## src/psr_pkg.sv

```systemverilog
/*
  Constants, message carrier and timing for the peer status ring messenger.
  Assumes a single 40 MHz system clock; serialisation of a message onto the
  wire is done outside, one message word per valid cycle.
*/
// Contract
// With two channels, each own message leaves on both channels together.
// With one channel, own messages leave on the first channel only.
// Messages from other senders are forwarded; own messages are never forwarded.
// An integrity message goes out at most 1000 ms after the previous one.
// A changed status is sent in the same scan pass unless bandwidth is used up.
// Ring break flag rises when own messages do not come back.
// Up to 16 configured peers each have an offline flag when silent.
// Every own message carries the configured sender identifier.
// All ring nodes must use distinct sender identifiers.
// Ring break checking runs only with the ring setting on.
// 128 kbps only on fiber back-to-back cards, 64 kbps otherwise.
// All nodes on the network must use the same link rate.
// Both channels of a dual card share the one configured rate.
// Telecom and differential serial modules stay fixed at 64 kbps.
// Channel bridge passes messages received on channel one to channel two.
// Each hop adds about 0.2 cycle at high rate, 0.4 at low.
// Received sender identifier against own decides forward or own return.
`default_nettype none

package psr_pkg;

  // ------------------------------------------------------------
  // Widths
  // ------------------------------------------------------------
  localparam int unsigned ID_W = 8;
  localparam int unsigned DATA_W = 32;
  localparam int unsigned PEERS = 16;
  localparam int unsigned CHANS = 2;
  localparam int unsigned TMR_W = 27;

  // ------------------------------------------------------------
  // Timing
  // ------------------------------------------------------------
  localparam int unsigned SYS_CLK_HZ = 40_000_000;
  localparam int unsigned INTEGRITY_MS = 1000;
  localparam int unsigned INTEGRITY_CYC = SYS_CLK_HZ / 1000 * INTEGRITY_MS;
  localparam int unsigned RETURN_MS = 100;
  localparam int unsigned RETURN_CYC = SYS_CLK_HZ / 1000 * RETURN_MS;
  localparam int unsigned OFFLINE_MS = 2000;
  localparam int unsigned OFFLINE_CYC = SYS_CLK_HZ / 1000 * OFFLINE_MS;
  localparam int unsigned RATE_FAST_BPS = 128_000;
  localparam int unsigned RATE_SLOW_BPS = 64_000;
  localparam int unsigned BIT_FAST_CYC = (SYS_CLK_HZ + RATE_FAST_BPS - 1) / RATE_FAST_BPS;
  localparam int unsigned BIT_SLOW_CYC = (SYS_CLK_HZ + RATE_SLOW_BPS - 1) / RATE_SLOW_BPS;
  localparam int unsigned MSG_BITS = 160;
  localparam int unsigned FRAME_FAST_CYC = BIT_FAST_CYC * MSG_BITS;
  localparam int unsigned FRAME_SLOW_CYC = BIT_SLOW_CYC * MSG_BITS;

  // ------------------------------------------------------------
  // Carrier
  // ------------------------------------------------------------
  typedef struct packed {
    logic [ID_W-1:0] sender;
    logic [DATA_W-1:0] status;
  } psr_msg_s;

  typedef struct packed {
    logic valid;
    psr_msg_s msg;
  } psr_port_s;

  function automatic logic psr_id_match(input logic [ID_W-1:0] a, input logic [ID_W-1:0] b);
    return a == b;
  endfunction

endpackage

`default_nettype wire

```

## src/psr_chan_pacer.sv

```systemverilog
/*
  Per-channel occupancy timer: one message holds the channel for a frame.
  Assumes start is only raised while busy is low.
*/
`timescale 1ns/1ps
`default_nettype none

module psr_chan_pacer #(
  parameter int unsigned FAST_CYC = psr_pkg::FRAME_FAST_CYC,
  parameter int unsigned SLOW_CYC = psr_pkg::FRAME_SLOW_CYC
) (
  input wire logic sys_clk,
  input wire logic rst_n,
  input wire logic rate_fast,
  input wire logic start,
  output var logic busy
);
  import psr_pkg::*;

  localparam logic [TMR_W-1:0] FAST_LEN = TMR_W'(FAST_CYC);
  localparam logic [TMR_W-1:0] SLOW_LEN = TMR_W'(SLOW_CYC);

  logic [TMR_W-1:0] remain;

  // ------------------------------------------------------------
  // Frame time; this is the store-and-forward delay of one hop
  // ------------------------------------------------------------
  always_ff @(posedge sys_clk or negedge rst_n) begin
    if (!rst_n) begin
      remain <= '0;
      busy <= 1'b0;
    end else if (start) begin
      remain <= rate_fast ? FAST_LEN - 1'b1 : SLOW_LEN - 1'b1;
      busy <= 1'b1;
    end else if (remain != '0) begin
      remain <= remain - 1'b1;
    end else begin
      busy <= 1'b0;
    end
  end

  // ------------------------------------------------------------
  // Checks
  // ------------------------------------------------------------
  property p_frame_len;
    @(posedge sys_clk) disable iff (!rst_n)
    start && rate_fast |=> remain == FAST_LEN - 1'b1 && busy;
  endproperty
  a_frame_len: assert property (p_frame_len) else $error("frame length wrong");

  property p_no_early_free;
    @(posedge sys_clk) disable iff (!rst_n)
    remain != '0 |=> busy;
  endproperty
  a_no_early_free: assert property (p_no_early_free) else $error("channel freed early");

endmodule

`default_nettype wire

```

## src/psr_messenger.sv

```systemverilog
/*
  Peer status ring messenger: sends own status messages, forwards others,
  watches for own returns and for silent peers.
  Assumes the serialiser outside takes one message per tx valid pulse and
  that rx valid pulses carry complete, checked messages.
*/
`timescale 1ns/1ps
`default_nettype none

module psr_messenger #(
  parameter int unsigned INTEG_CYC = psr_pkg::INTEGRITY_CYC,
  parameter int unsigned RET_CYC = psr_pkg::RETURN_CYC,
  parameter int unsigned OFF_CYC = psr_pkg::OFFLINE_CYC,
  parameter int unsigned FRM_FAST_CYC = psr_pkg::FRAME_FAST_CYC,
  parameter int unsigned FRM_SLOW_CYC = psr_pkg::FRAME_SLOW_CYC
) (
  input wire logic sys_clk,
  input wire logic rst_n,
  input wire logic scan_pulse,
  input wire logic [psr_pkg::DATA_W-1:0] status_in,
  input wire logic [psr_pkg::ID_W-1:0] sender_identifier,
  input wire logic dual_channel,
  input wire logic ring_enable,
  input wire logic rate_fast_sel,
  input wire logic fiber_card,
  input wire logic fixed_rate_module,
  input wire logic channel_bridge_enable,
  input wire logic [psr_pkg::PEERS-1:0][psr_pkg::ID_W-1:0] peer_id,
  input wire logic [psr_pkg::PEERS-1:0] peer_enable,
  input wire psr_pkg::psr_port_s [psr_pkg::CHANS-1:0] rx_port,
  output var psr_pkg::psr_port_s [psr_pkg::CHANS-1:0] tx_port,
  output var logic link_fast,
  output var logic ring_break,
  output var logic [psr_pkg::PEERS-1:0] peer_offline
);
  import psr_pkg::*;

  // Integrity request leads by one slow frame so a busy channel cannot push it late
  localparam logic [TMR_W-1:0] INTEG_TRIG = TMR_W'(INTEG_CYC - FRM_SLOW_CYC - 2);
  localparam logic [TMR_W-1:0] RET_LIM = TMR_W'(RET_CYC - 1);
  localparam logic [TMR_W-1:0] OFF_LIM = TMR_W'(OFF_CYC - 1);

  logic [CHANS-1:0] chan_on;
  logic [CHANS-1:0] busy;
  logic [CHANS-1:0] start;
  logic [CHANS-1:0] fwd_fire;
  logic [CHANS-1:0] ret_hit;
  logic [CHANS-1:0] load_v;
  psr_msg_s load_m [CHANS];
  logic [CHANS-1:0] fwd_pend;
  psr_msg_s fwd_msg [CHANS];
  logic own_req;
  logic own_fire;
  logic own_tx;
  logic change_evt;
  logic [DATA_W-1:0] last_status;
  logic [TMR_W-1:0] integ_cnt;
  logic ret_wait;
  logic [CHANS-1:0] ret_seen;
  logic [TMR_W-1:0] ret_cnt;
  logic [TMR_W-1:0] peer_cnt [PEERS];

  // ------------------------------------------------------------
  // Rate and channel selection
  // ------------------------------------------------------------
  // The fixed-rate modules ignore the rate setting entirely
  always_ff @(posedge sys_clk or negedge rst_n) begin
    if (!rst_n) begin
      link_fast <= 1'b0;
    end else begin
      link_fast <= rate_fast_sel && fiber_card && !fixed_rate_module;
    end
  end

  assign chan_on = {dual_channel, 1'b1};

  // ------------------------------------------------------------
  // Scheduling
  // ------------------------------------------------------------
  assign change_evt = scan_pulse && (status_in != last_status);
  // Own messages wait until every live channel is free, keeping both copies aligned
  assign own_fire = own_req && ((busy & chan_on) == '0);

  always_comb begin
    for (int c = 0; c < CHANS; c++) begin
      // Ids are distinct across the ring, so a match is our own return
      ret_hit[c] = rx_port[c].valid && psr_id_match(rx_port[c].msg.sender, sender_identifier);
      load_v[c] = rx_port[c].valid && chan_on[c] && !ret_hit[c];
      load_m[c] = rx_port[c].msg;
      fwd_fire[c] = fwd_pend[c] && !busy[c] && chan_on[c] && !own_fire;
      start[c] = (own_fire && chan_on[c]) || fwd_fire[c];
    end
    // Bridge shares the second slot; the channel's own traffic has priority
    if (!load_v[1] && load_v[0] && dual_channel && channel_bridge_enable) begin
      load_v[1] = 1'b1;
      load_m[1] = rx_port[0].msg;
    end
  end

  // ------------------------------------------------------------
  // Own message request
  // ------------------------------------------------------------
  always_ff @(posedge sys_clk or negedge rst_n) begin
    if (!rst_n) begin
      own_req <= 1'b0;
    end else if (change_evt || integ_cnt == INTEG_TRIG) begin
      own_req <= 1'b1;
    end else if (own_fire) begin
      own_req <= 1'b0;
    end
  end

  always_ff @(posedge sys_clk or negedge rst_n) begin
    if (!rst_n) begin
      integ_cnt <= '0;
    end else if (own_fire) begin
      integ_cnt <= '0;
    end else if (integ_cnt != INTEG_TRIG) begin
      integ_cnt <= integ_cnt + 1'b1;
    end
  end

  always_ff @(posedge sys_clk or negedge rst_n) begin
    if (!rst_n) begin
      last_status <= '0;
    end else if (own_fire) begin
      last_status <= status_in;
    end
  end

  // ------------------------------------------------------------
  // Forward slots and channel timers
  // ------------------------------------------------------------
  generate
    for (genvar c = 0; c < CHANS; c++) begin : g_chan
      // A newer message overwrites an unsent one; status is state, not history
      always_ff @(posedge sys_clk or negedge rst_n) begin
        if (!rst_n) begin
          fwd_pend[c] <= 1'b0;
          fwd_msg[c] <= '0;
        end else if (load_v[c]) begin
          fwd_pend[c] <= 1'b1;
          fwd_msg[c] <= load_m[c];
        end else if (fwd_fire[c] || !chan_on[c]) begin
          fwd_pend[c] <= 1'b0;
        end
      end

      always_ff @(posedge sys_clk or negedge rst_n) begin
        if (!rst_n) begin
          tx_port[c] <= '0;
        end else begin
          tx_port[c].valid <= start[c];
          if (own_fire) begin
            tx_port[c].msg <= '{sender: sender_identifier, status: status_in};
          end else if (fwd_fire[c]) begin
            tx_port[c].msg <= fwd_msg[c];
          end
        end
      end

      psr_chan_pacer #(
        .FAST_CYC(FRM_FAST_CYC),
        .SLOW_CYC(FRM_SLOW_CYC)
      ) u_pacer (
        .sys_clk(sys_clk),
        .rst_n(rst_n),
        .rate_fast(link_fast),
        .start(start[c]),
        .busy(busy[c])
      );
    end
  endgenerate

  always_ff @(posedge sys_clk or negedge rst_n) begin
    if (!rst_n) begin
      own_tx <= 1'b0;
    end else begin
      own_tx <= own_fire;
    end
  end

  // ------------------------------------------------------------
  // Ring break watch
  // ------------------------------------------------------------
  // Each live channel must bring the message back before the timeout
  always_ff @(posedge sys_clk or negedge rst_n) begin
    if (!rst_n) begin
      ret_wait <= 1'b0;
      ret_seen <= '0;
      ret_cnt <= '0;
      ring_break <= 1'b0;
    end else if (!ring_enable) begin
      ret_wait <= 1'b0;
      ring_break <= 1'b0;
    end else if (ret_wait) begin
      if (ret_cnt == RET_LIM) begin
        ret_wait <= 1'b0;
        ring_break <= ((ret_seen | ret_hit) & chan_on) != chan_on;
      end else if (((ret_seen | ret_hit) & chan_on) == chan_on) begin
        ret_wait <= 1'b0;
        ring_break <= 1'b0;
      end else begin
        ret_cnt <= ret_cnt + 1'b1;
        ret_seen <= ret_seen | ret_hit;
      end
    end else if (own_fire) begin
      ret_wait <= 1'b1;
      ret_seen <= '0;
      ret_cnt <= '0;
    end
  end

  // ------------------------------------------------------------
  // Peer liveness
  // ------------------------------------------------------------
  // Port passed in so the checks see sampled values, not post-edge ones
  function automatic logic peer_heard(input psr_port_s [CHANS-1:0] rx, input logic [ID_W-1:0] id);
    logic hit;
    hit = 1'b0;
    for (int c = 0; c < CHANS; c++) begin
      hit = hit || (rx[c].valid && psr_id_match(rx[c].msg.sender, id));
    end
    return hit;
  endfunction

  generate
    for (genvar k = 0; k < PEERS; k++) begin : g_peer
      always_ff @(posedge sys_clk or negedge rst_n) begin
        if (!rst_n) begin
          peer_cnt[k] <= '0;
          peer_offline[k] <= 1'b0;
        end else if (!peer_enable[k] || peer_heard(rx_port, peer_id[k])) begin
          peer_cnt[k] <= '0;
          peer_offline[k] <= 1'b0;
        end else if (peer_cnt[k] == OFF_LIM) begin
          peer_offline[k] <= 1'b1;
        end else begin
          peer_cnt[k] <= peer_cnt[k] + 1'b1;
        end
      end

      property p_peer_alive;
        @(posedge sys_clk) disable iff (!rst_n)
        peer_enable[k] && peer_heard(rx_port, peer_id[k]) |=> !peer_offline[k] && peer_cnt[k] == '0;
      endproperty
      a_peer_alive: assert property (p_peer_alive) else $error("heard peer shown offline");
    end
  endgenerate

  // ------------------------------------------------------------
  // Checks
  // ------------------------------------------------------------
  property p_dual_both;
    @(posedge sys_clk) disable iff (!rst_n)
    own_fire && dual_channel |=> tx_port[0].valid && tx_port[1].valid
      && tx_port[0].msg == tx_port[1].msg;
  endproperty
  a_dual_both: assert property (p_dual_both) else $error("dual send not aligned");

  property p_single_only;
    @(posedge sys_clk) disable iff (!rst_n)
    !dual_channel && $past(!dual_channel, 2) |-> !tx_port[1].valid;
  endproperty
  a_single_only: assert property (p_single_only) else $error("second channel used");

  property p_no_self_fwd;
    @(posedge sys_clk) disable iff (!rst_n)
    $stable(sender_identifier) && tx_port[0].valid && !own_tx
      |-> tx_port[0].msg.sender != sender_identifier;
  endproperty
  a_no_self_fwd: assert property (p_no_self_fwd) else $error("own message forwarded");

  property p_integrity;
    @(posedge sys_clk) disable iff (!rst_n)
    integ_cnt == INTEG_TRIG |=> own_req;
  endproperty
  a_integrity: assert property (p_integrity) else $error("integrity request missing");

  property p_change_send;
    @(posedge sys_clk) disable iff (!rst_n)
    change_evt && (busy & chan_on) == '0 && start == '0 |=> own_req ##1 own_tx;
  endproperty
  a_change_send: assert property (p_change_send) else $error("change not sent");

  property p_sender_tag;
    @(posedge sys_clk) disable iff (!rst_n)
    own_fire |=> tx_port[0].msg.sender == $past(sender_identifier)
      && tx_port[0].msg.status == $past(status_in);
  endproperty
  a_sender_tag: assert property (p_sender_tag) else $error("sender tag wrong");

  property p_ring_off;
    @(posedge sys_clk) disable iff (!rst_n)
    !ring_enable |=> !ring_break && !ret_wait;
  endproperty
  a_ring_off: assert property (p_ring_off) else $error("ring check while disabled");

  property p_fixed_rate;
    @(posedge sys_clk) disable iff (!rst_n)
    fixed_rate_module || !fiber_card |=> !link_fast;
  endproperty
  a_fixed_rate: assert property (p_fixed_rate) else $error("fast rate on slow module");

  property p_bridge;
    @(posedge sys_clk) disable iff (!rst_n)
    dual_channel && channel_bridge_enable && load_v[0] && !rx_port[1].valid
      |=> fwd_pend[1] && fwd_msg[1] == $past(rx_port[0].msg);
  endproperty
  a_bridge: assert property (p_bridge) else $error("bridge did not copy");

  c_dual_send: cover property (@(posedge sys_clk) disable iff (!rst_n) own_fire && dual_channel);
  c_ring_break: cover property (@(posedge sys_clk) disable iff (!rst_n) $rose(ring_break));
  c_peer_off: cover property (@(posedge sys_clk) disable iff (!rst_n) $rose(peer_offline[0]));
  c_bridge: cover property (@(posedge sys_clk) disable iff (!rst_n) fwd_fire[1] && channel_bridge_enable);

endmodule

`default_nettype wire

```

## config.mk

```make
export PLATFORM = sky130hd
export DESIGN_NAME = psr_messenger
export DESIGN_NICKNAME = d
export VERILOG_FILES = /design/src/psr_pkg.sv /design/src/psr_chan_pacer.sv /design/src/psr_messenger.sv
export SDC_FILE = /design/constraint.sdc
export NUM_CORES = 2
export LEC_CHECK = 0
export ABC_AREA = 1
export BUFFER_PORTS_ARGS = -buffer_cell sky130_fd_sc_hd__buf_4
export CAP_MARGIN = 20
export CORE_UTILIZATION = 30
export DETAILED_ROUTE_END_ITERATION = 12
export GPL_ROUTABILITY_DRIVEN = 0
export PLACE_DENSITY_LB_ADDON = 0.3
export SYNTH_ARGS = -nofsm -noshare
export SYNTH_HDL_FRONTEND = slang
export SYNTH_SLANG_ARGS = --single-unit
```

## constraint.sdc

```tcl
create_clock -name sys_clk -period 4.8 [get_ports sys_clk]
set_clock_uncertainty 0.2 [all_clocks]
set_input_delay 0.48 -clock sys_clk [delete_from_list [all_inputs] [get_ports sys_clk]]
set_output_delay 0.48 -clock sys_clk [all_outputs]
set_load 0.01 [all_outputs]
```

* After elaboration in Yosys (flattened, before gate mapping) *
Cells that the tools add are included.

word-level totals
  ROM bits = 0
  flip-flop bits (word level) = 760
  memories kept = 0
  logic and storage cells = 401
  bits of input ports = 275
  bits in writable memories = 0
  bits in latches = 0
  output and inout bits = 100

operators by class
  add/sub/neg operators = 20
  shift operators = 0
  bitwise operators = 3
  magnitude comparators = 0
  div/mod/pow operators = 0
  eq/ne operators = 78
  muxes and demuxes = 104
  reductions and logical operators = 140
  $mul = 0

operators with widths
  cell                     number
  $mux W27                 42
  $add A27 B1 Y27 const B  18
  $eq A27 B27 Y1 const B   16
  $eq A8 B8 Y1             34
  $mux W40                 5
  $reduce_bool A27 Y1      2
  $sub A27 B1 Y27 const B  2
  $mux W1                  52
  $logic_and A1 B1 Y1      50
  $reduce_bool A2 Y1       25
  $logic_or A1 B1 Y1       36
  $ne A2 B2 Y1 const B     18
  $ne A32 B32 Y1           1
  $eq A27 B22 Y1 const B   1
  $eq A27 B26 Y1 const B   1
  $ne A27 B26 Y1 const B   1
  $logic_not A1 Y1         24
  $mux W17                 1
  $mux W2                  4
  $ne A2 B1 Y1 const B     3
  $and A2 B2 Y2            2
  $reduce_and A4 Y1        1
  $ne A3 B1 Y1 const B     1
  $eq A2 B2 Y1             1
  4 further kinds          4

* Depth between registers and ports, before layout *
  depth after elaboration = 10
  depth in mapped cells = 14
  depth with buffers taken out = 12

* Modules after synthesis *
Synthesis repeated with hierarchy kept, for this count alone.

unflattened totals
  cell total of the unflattened synthesis = 6228
  area total of the unflattened synthesis = 45617.5 um^2

modules (own cells, without submodules)
  module          sequential area each (um^2)  times used  area each (um^2)  cells each
  psr_messenger   17616.9                      1           42169.2           5716
  psr_chan_pacer  700.7                        2           1724.2            256

* Worst setup path after synthesis *
No wires, ideal clock.

  kind = flip-flop to flip-flop
  start = register g_chan[0].u_pacer.remain[0]
  end = register g_chan[0].u_pacer.remain[21]
  path buffers = 2
  required time = 4.476 ns
  period minus slack after synthesis = 1.959 ns
  cell stages (with the launch flop) = 10
  data arrival time = 1.634 ns
  path slack = 2.841 ns
  library setup time = 0.124 ns
  path through = dfrtp_1 -> inv_1 -> ha_1 -> clkbuf_1 -> nand2_1 -> nor2_1 -> nand4_2 -> nor2_4 -> buf_4 -> nor3_1

on the way
  word-level cells in the longest chain between the ends = 3
  elaborated cells between the ends (all ways) = 5
  classes of those cells = 1 x add/sub; 2 x mux; 2 x reduce/logical

RTL lines
  what                    RTL line              RTL
  start, declared         psr_chan_pacer.sv:23  logic [TMR_W-1:0] remain;
  start signal, assigned  psr_chan_pacer.sv:33  remain <= rate_fast ? FAST_LEN - 1'b1 : SLOW_LEN - 1'b1;
  start signal, assigned  psr_chan_pacer.sv:36  remain <= remain - 1'b1;
  $sub A27 B1 Y27         psr_chan_pacer.sv:36
  $mux W27                psr_chan_pacer.sv:35  end else if (remain != '0) begin
  $mux W27                psr_chan_pacer.sv:32  end else if (start) begin

Several ways; a longest one is shown, not always the timed one. The select of a mux whose other input is x is not followed.
A chain may end at the register's enable or synchronous reset.

* Worst setup path in the final report *
  start = input rx_port[73] (netlist name)
  end = register fwd_msg[22] (netlist name)

on the way
  word-level cells in the longest chain between the ends = 9
  elaborated cells between the ends (all ways) = 10
  classes of those cells = 1 x eq/ne; 2 x mux; 7 x reduce/logical

RTL lines
  what                                        RTL line              RTL
  start, declared                             psr_messenger.sv:30   input wire psr_pkg::psr_port_s [psr_pkg::CHANS-1:0] rx_port,
  $eq A8 B8 Y1 (*)                            psr_pkg.sv:69         return a == b;
  $logic_and A1 B1 Y1 (*)                     psr_messenger.sv:87   ret_hit[c] = rx_port[c].valid && psr_id_match(rx_port[c].msg.sender, sender_identifier);
  $logic_not A1 Y1 (*)                        psr_messenger.sv:88   load_v[c] = rx_port[c].valid && chan_on[c] && !ret_hit[c];
  $logic_and A1 B1 Y1 (*)                     psr_messenger.sv:88
  $logic_not A1 Y1                            psr_messenger.sv:94   if (!load_v[1] && load_v[0] && dual_channel && channel_bridge_enable) begin
  $logic_and A1 B1 Y1 (3 in a row)            psr_messenger.sv:94
  $mux W40 / $mux W1 (equally long branches)  psr_messenger.sv:94
  end signal, assigned by index               psr_messenger.sv:143  fwd_msg[c] <= load_m[c];
  end, declared                               psr_messenger.sv:51   psr_msg_s fwd_msg [CHANS];

Every way passes the cells marked *; elsewhere a longest branch is shown, timed or not.

==> metrics.log <==
[metrics] Worst Path Max Fanout: 48
[metrics] deepest clock path buffer count: 3
[metrics] most common cell in the synthesized netlist: sky130_fd_sc_hd__nand2_1
[metrics] final worst-path cycle share: between 80% and 90%
[metrics] Slew Limit Headroom: between 30% and 40%
[metrics] maximum number of pins on one net before global-route repair: 131
[metrics] cell leakage power: between 20 and 25 nW
[metrics] clock buffers created by TritonCTS: 89
[metrics] number of maximum-capacitance constraint violations: 0
[metrics] RSZ-0062 raised after global routing: false
[metrics] share of the synthesized area in the top cell type: roughly two fifths
[metrics] Max stage delay cell, worst path: sky130_fd_sc_hd__dlygate4sd3_1
[metrics] wire length of the first global-routing pass: ~240,000 um
[metrics] Synthesized Nets: approximately 6,300
[metrics] max-slew violations: 0
[metrics] number of I/O port buffers: ~370
[metrics] total clock sinks: 760
[metrics] total via count after detailed routing: approximately 42,000
[metrics] remaining antenna violation count: 0
[metrics] most area-hungry cell type in the Yosys netlist: sky130_fd_sc_hd__dfrtp_1
[metrics] count of distinct cell types in the synthesized netlist: 60
[metrics] kind of end point of the critical path: flop
[metrics] capturing point of the worst reg2reg path: ret_cnt[8]
[metrics] FF/Latch Area: between 0.015 and 0.02 mm^2
[metrics] cell at the root of the clock tree: sky130_fd_sc_hd__clkbuf_16
[metrics] Syn Inst Count: between 5,000 and 6,000
[metrics] post-route non-filler standard cell count: around 8,500
[metrics] clock tree from TritonCTS: yes
[metrics] die area: roughly 0.15 mm^2
[metrics] global route total overflow: 0
[metrics] kind of start point of the critical path: input port
[metrics] final HPWL from detailed placement: 113,000 um
[metrics] signal arrival time at the worst endpoint: 4250 ps
[metrics] total global routing track utilization: around a fifth
[metrics] total setup buffers inserted after CTS: 0
[metrics] later-pin clock latency in the skew report: about 700 ps
[metrics] #FFs+latches synth: 760
[metrics] mean instance size in the synthesized netlist: about 7.6 um^2
[metrics] routed length per instance: around 18 um
[metrics] worst setup path category: in2reg
[metrics] fraction of layout cells with a size suffix above 1: a little under an eighth
[metrics] transition time at the pin with the least slew margin: 912 ps
[metrics] area of all placed cells without fillers: between 0.05 and 0.06 mm^2
[metrics] number of antenna violations at the first check in global routing: 36
[metrics] status: finished clean
[metrics] ys async rst share: between 90% and 100%
[metrics] sequential element share of the synthesized area: between 40% and 50%
[metrics] total core area: ~0.15 mm^2
[metrics] synth cell count leaders: sky130_fd_sc_hd__nand2_1, sky130_fd_sc_hd__nor2_1, sky130_fd_sc_hd__dfrtp_1
[metrics] number of flops mapped to enable cells by yosys: 0
[metrics] number of failing setup endpoints in the final timing report: 0
[metrics] total of fill cells in the finished design: approximately 16,000
[metrics] power per cell area: between 200 and 300 mW/mm^2
[metrics] Worst VDD drop: between 0.2 and 0.3 mV
[metrics] capturing element of the worst setup path: fwd_msg[22]
[metrics] primary flip-flop cell chosen by synthesis mapping: sky130_fd_sc_hd__dfrtp_1
[metrics] Crit path buffers/inverters: 5
[metrics] required arrival time at the worst endpoint: roughly 5200 ps
[metrics] die height: about 390 um
[metrics] FF-to-FF path depth: 8
[metrics] routed vias/inst: approximately 5.0
[metrics] Site Rows: 142
[metrics] final-report hold violation count: 0
[metrics] die width: 391 um
[metrics] worst setup path start: rx_port[73]
[metrics] net count of the finished layout: approximately 6,700
[metrics] synthesis warning total: 0
[metrics] Period minus WS final: between 3000 and 4000 ps
[metrics] vias in the first global route: slightly above 40,000
[metrics] number of cells after detailed placement: approximately 8,200
[metrics] worst path cell trace: dlygate4sd3_1, buf_4, inv_1, nand2_1, nand3_1, nor2_2, nand3_2, nand2_4, inv_2, nand2_1, nand3_1, dlygate4sd3_1
[metrics] synth top area cells: sky130_fd_sc_hd__dfrtp_1, sky130_fd_sc_hd__nand2_1, sky130_fd_sc_hd__nor2_1
[metrics] worst reg2reg path startpoint: g_chan[1].u_pacer.busy
[metrics] H-tree Lvls: 3
[metrics] Multi-input gate area: 0.0229 mm^2
[metrics] total DRC errors in the routed layout: 0
[metrics] class of the tightest hold or removal check: in2reg
[metrics] relative area change from synthesis to final layout: 20.0%
[metrics] drt initial violations: between 3,000 and 4,000
[metrics] maximum clock frequency: around 0.26 GHz
[metrics] Top delay family on crit path: buffers and inverters
[metrics] register clock-pin slew on the reported worst setup and hold paths: 70 ps
[metrics] Levels on crit path: 12
[metrics] starting density of the core: a little under a third
[metrics] Cell Area, Placed: between 0.04 and 0.05 mm^2
[metrics] Slowest Stage Delay on Critical Path: between 500 and 600 ps
[metrics] number of detailed-route iterations in the first pass: 5
[metrics] Worst R2R Setup Slack: 2100 ps
[metrics] aggregate routed wire length: roughly 150,000 um
[metrics] post-synthesis cell area: around 0.045 mm^2
[metrics] Ports: around 380
[metrics] total negative slack for setup checks: 0 ps
[worst reg2reg max path, delay by kind of cell, from the launching register on]
kind / cells / cell delay [ps]
simple gates: 5 / 950
buf+inv: 1 / 340
flops: 1 / 450
compound gates: 2 / 630
[per-stage QoR]
stage / worst slack [ps] / total power [mW] / utilization, % / hold WS, ps
floorplan: 2840 / 7.28 / - / -15.6
global placement: 1380 / 7.84 / 33.1 / 257
detailed placement: 1320 / 7.85 / 33.1 / 265
CTS: 1010 / 15.5 / 36.3 / 4.50
global route: 758 / 15.9 / 36.3 / 32.1
finish: 931 / 15.3 / 36.3 / 52.1
[where the power goes]
| group | leakage [nW] | total [mW] | internal (mW) | switching, mW |
|---|---|---|---|---|
| Combinational | 11.7 | 1.27 | 0.485 | 0.784 |
| Sequential | 10.0 | 6.61 | 6.52 | 0.0836 |
| Clock | 1.57 | 7.40 | 4.45 | 2.95 |
[cell families after synthesis]
group	share of synthesized area, %
xor gates and xnor gates	9.05
DFF	41.9
AOI/OAI and AO/OA	6.07
adders and majority gates	0.579
and+or+nand+nor	34.7
buffers and inverters	7.73
[metal layers]
layer | vias up | wire length (um) | GRT usage, %
met3 | 286 | 12500 | 4.34
met2 | 1441 | 65500 | 29.8
met4 | 16 | 4830 | 6.50
li1 | 20508 | - | -
met5 | - | 95 | 0
met1 | 20197 | 70100 | 28.1
[state kept, by name, indices dropped and copies added, names as in the netlist]
| signal | count |
|---|---|
| peer_cnt | 432 |
| tx_port | 82 |
| fwd_msg | 80 |
| g_chan.u_pacer.remain | 54 |
| last_status | 32 |
| integ_cnt | 27 |
| ret_cnt | 27 |
| peer_offline | 16 |
| fwd_pend | 2 |
| g_chan.u_pacer.busy | 2 |
| ret_seen | 2 |
| link_fast | 1 |
| own_req | 1 |
| ret_wait | 1 |
| ring_break | 1 |
[layout make-up]
type	instances	share of cell area (%)
multi-input cells	4442	42.0
flip-flops and latches	760	34.9
repair buffers	543	8.36
clock buffers	121	4.68
well taps	2016	4.63
inverters	593	4.10
clock inverters	43	1.19
diodes	22	0.101
[worst min-delay path by stage]
stage / start / end / slack, ps / depth (start not counted)
after floorplan: rst_n / fwd_msg[0] / -20 / 0
after global placement: ret_seen[1] / ret_seen[1] / 260 / 2
after detailed placement: ret_seen[0] / ret_seen[0] / 270 / 2
after CTS: rx_port[79] / fwd_msg[38] / 4 / 3
after global routing: rx_port[34] / fwd_msg[34] / 30 / 3
final: peer_enable[12] / peer_cnt[81] / 50 / 5
[timing repair]
action                                 in CTS  in global routing
endpoints found under the hold margin     276                  0
gates resized for setup                     0                  0
hold buffers                              151                  0
[placed cells by master, fill, tap and decap left out, types with 13 or more instances in the layout]
cell type	count
sky130_fd_sc_hd__clkinv_2	20
sky130_fd_sc_hd__nor4_1	62
sky130_fd_sc_hd__xnor2_1	169
sky130_fd_sc_hd__inv_2	21
sky130_fd_sc_hd__nor3_2	18
sky130_fd_sc_hd__nand4_1	231
sky130_fd_sc_hd__diode_2	22
sky130_fd_sc_hd__buf_4	384
sky130_fd_sc_hd__nand3_2	25
sky130_fd_sc_hd__nand3_1	449
sky130_fd_sc_hd__dlygate4sd3_1	151
sky130_fd_sc_hd__a21oi_1	202
sky130_fd_sc_hd__nor2_4	16
sky130_fd_sc_hd__o211ai_1	38
sky130_fd_sc_hd__nor2_1	885
sky130_fd_sc_hd__bufinv_16	13
sky130_fd_sc_hd__ha_1	21
sky130_fd_sc_hd__nor3b_1	18
sky130_fd_sc_hd__clkbuf_16	90
sky130_fd_sc_hd__o22ai_1	43
sky130_fd_sc_hd__nor2_2	18
sky130_fd_sc_hd__o21ai_0	147
sky130_fd_sc_hd__nor3_1	345
sky130_fd_sc_hd__dfrtp_1	760
sky130_fd_sc_hd__inv_1	567
sky130_fd_sc_hd__or2_2	25
sky130_fd_sc_hd__xor2_1	300
sky130_fd_sc_hd__clkbuf_8	18
sky130_fd_sc_hd__nand2_2	14
sky130_fd_sc_hd__nand2_1	1300
sky130_fd_sc_hd__clkbuf_1	13
Power figures use the tool's default switching activity.
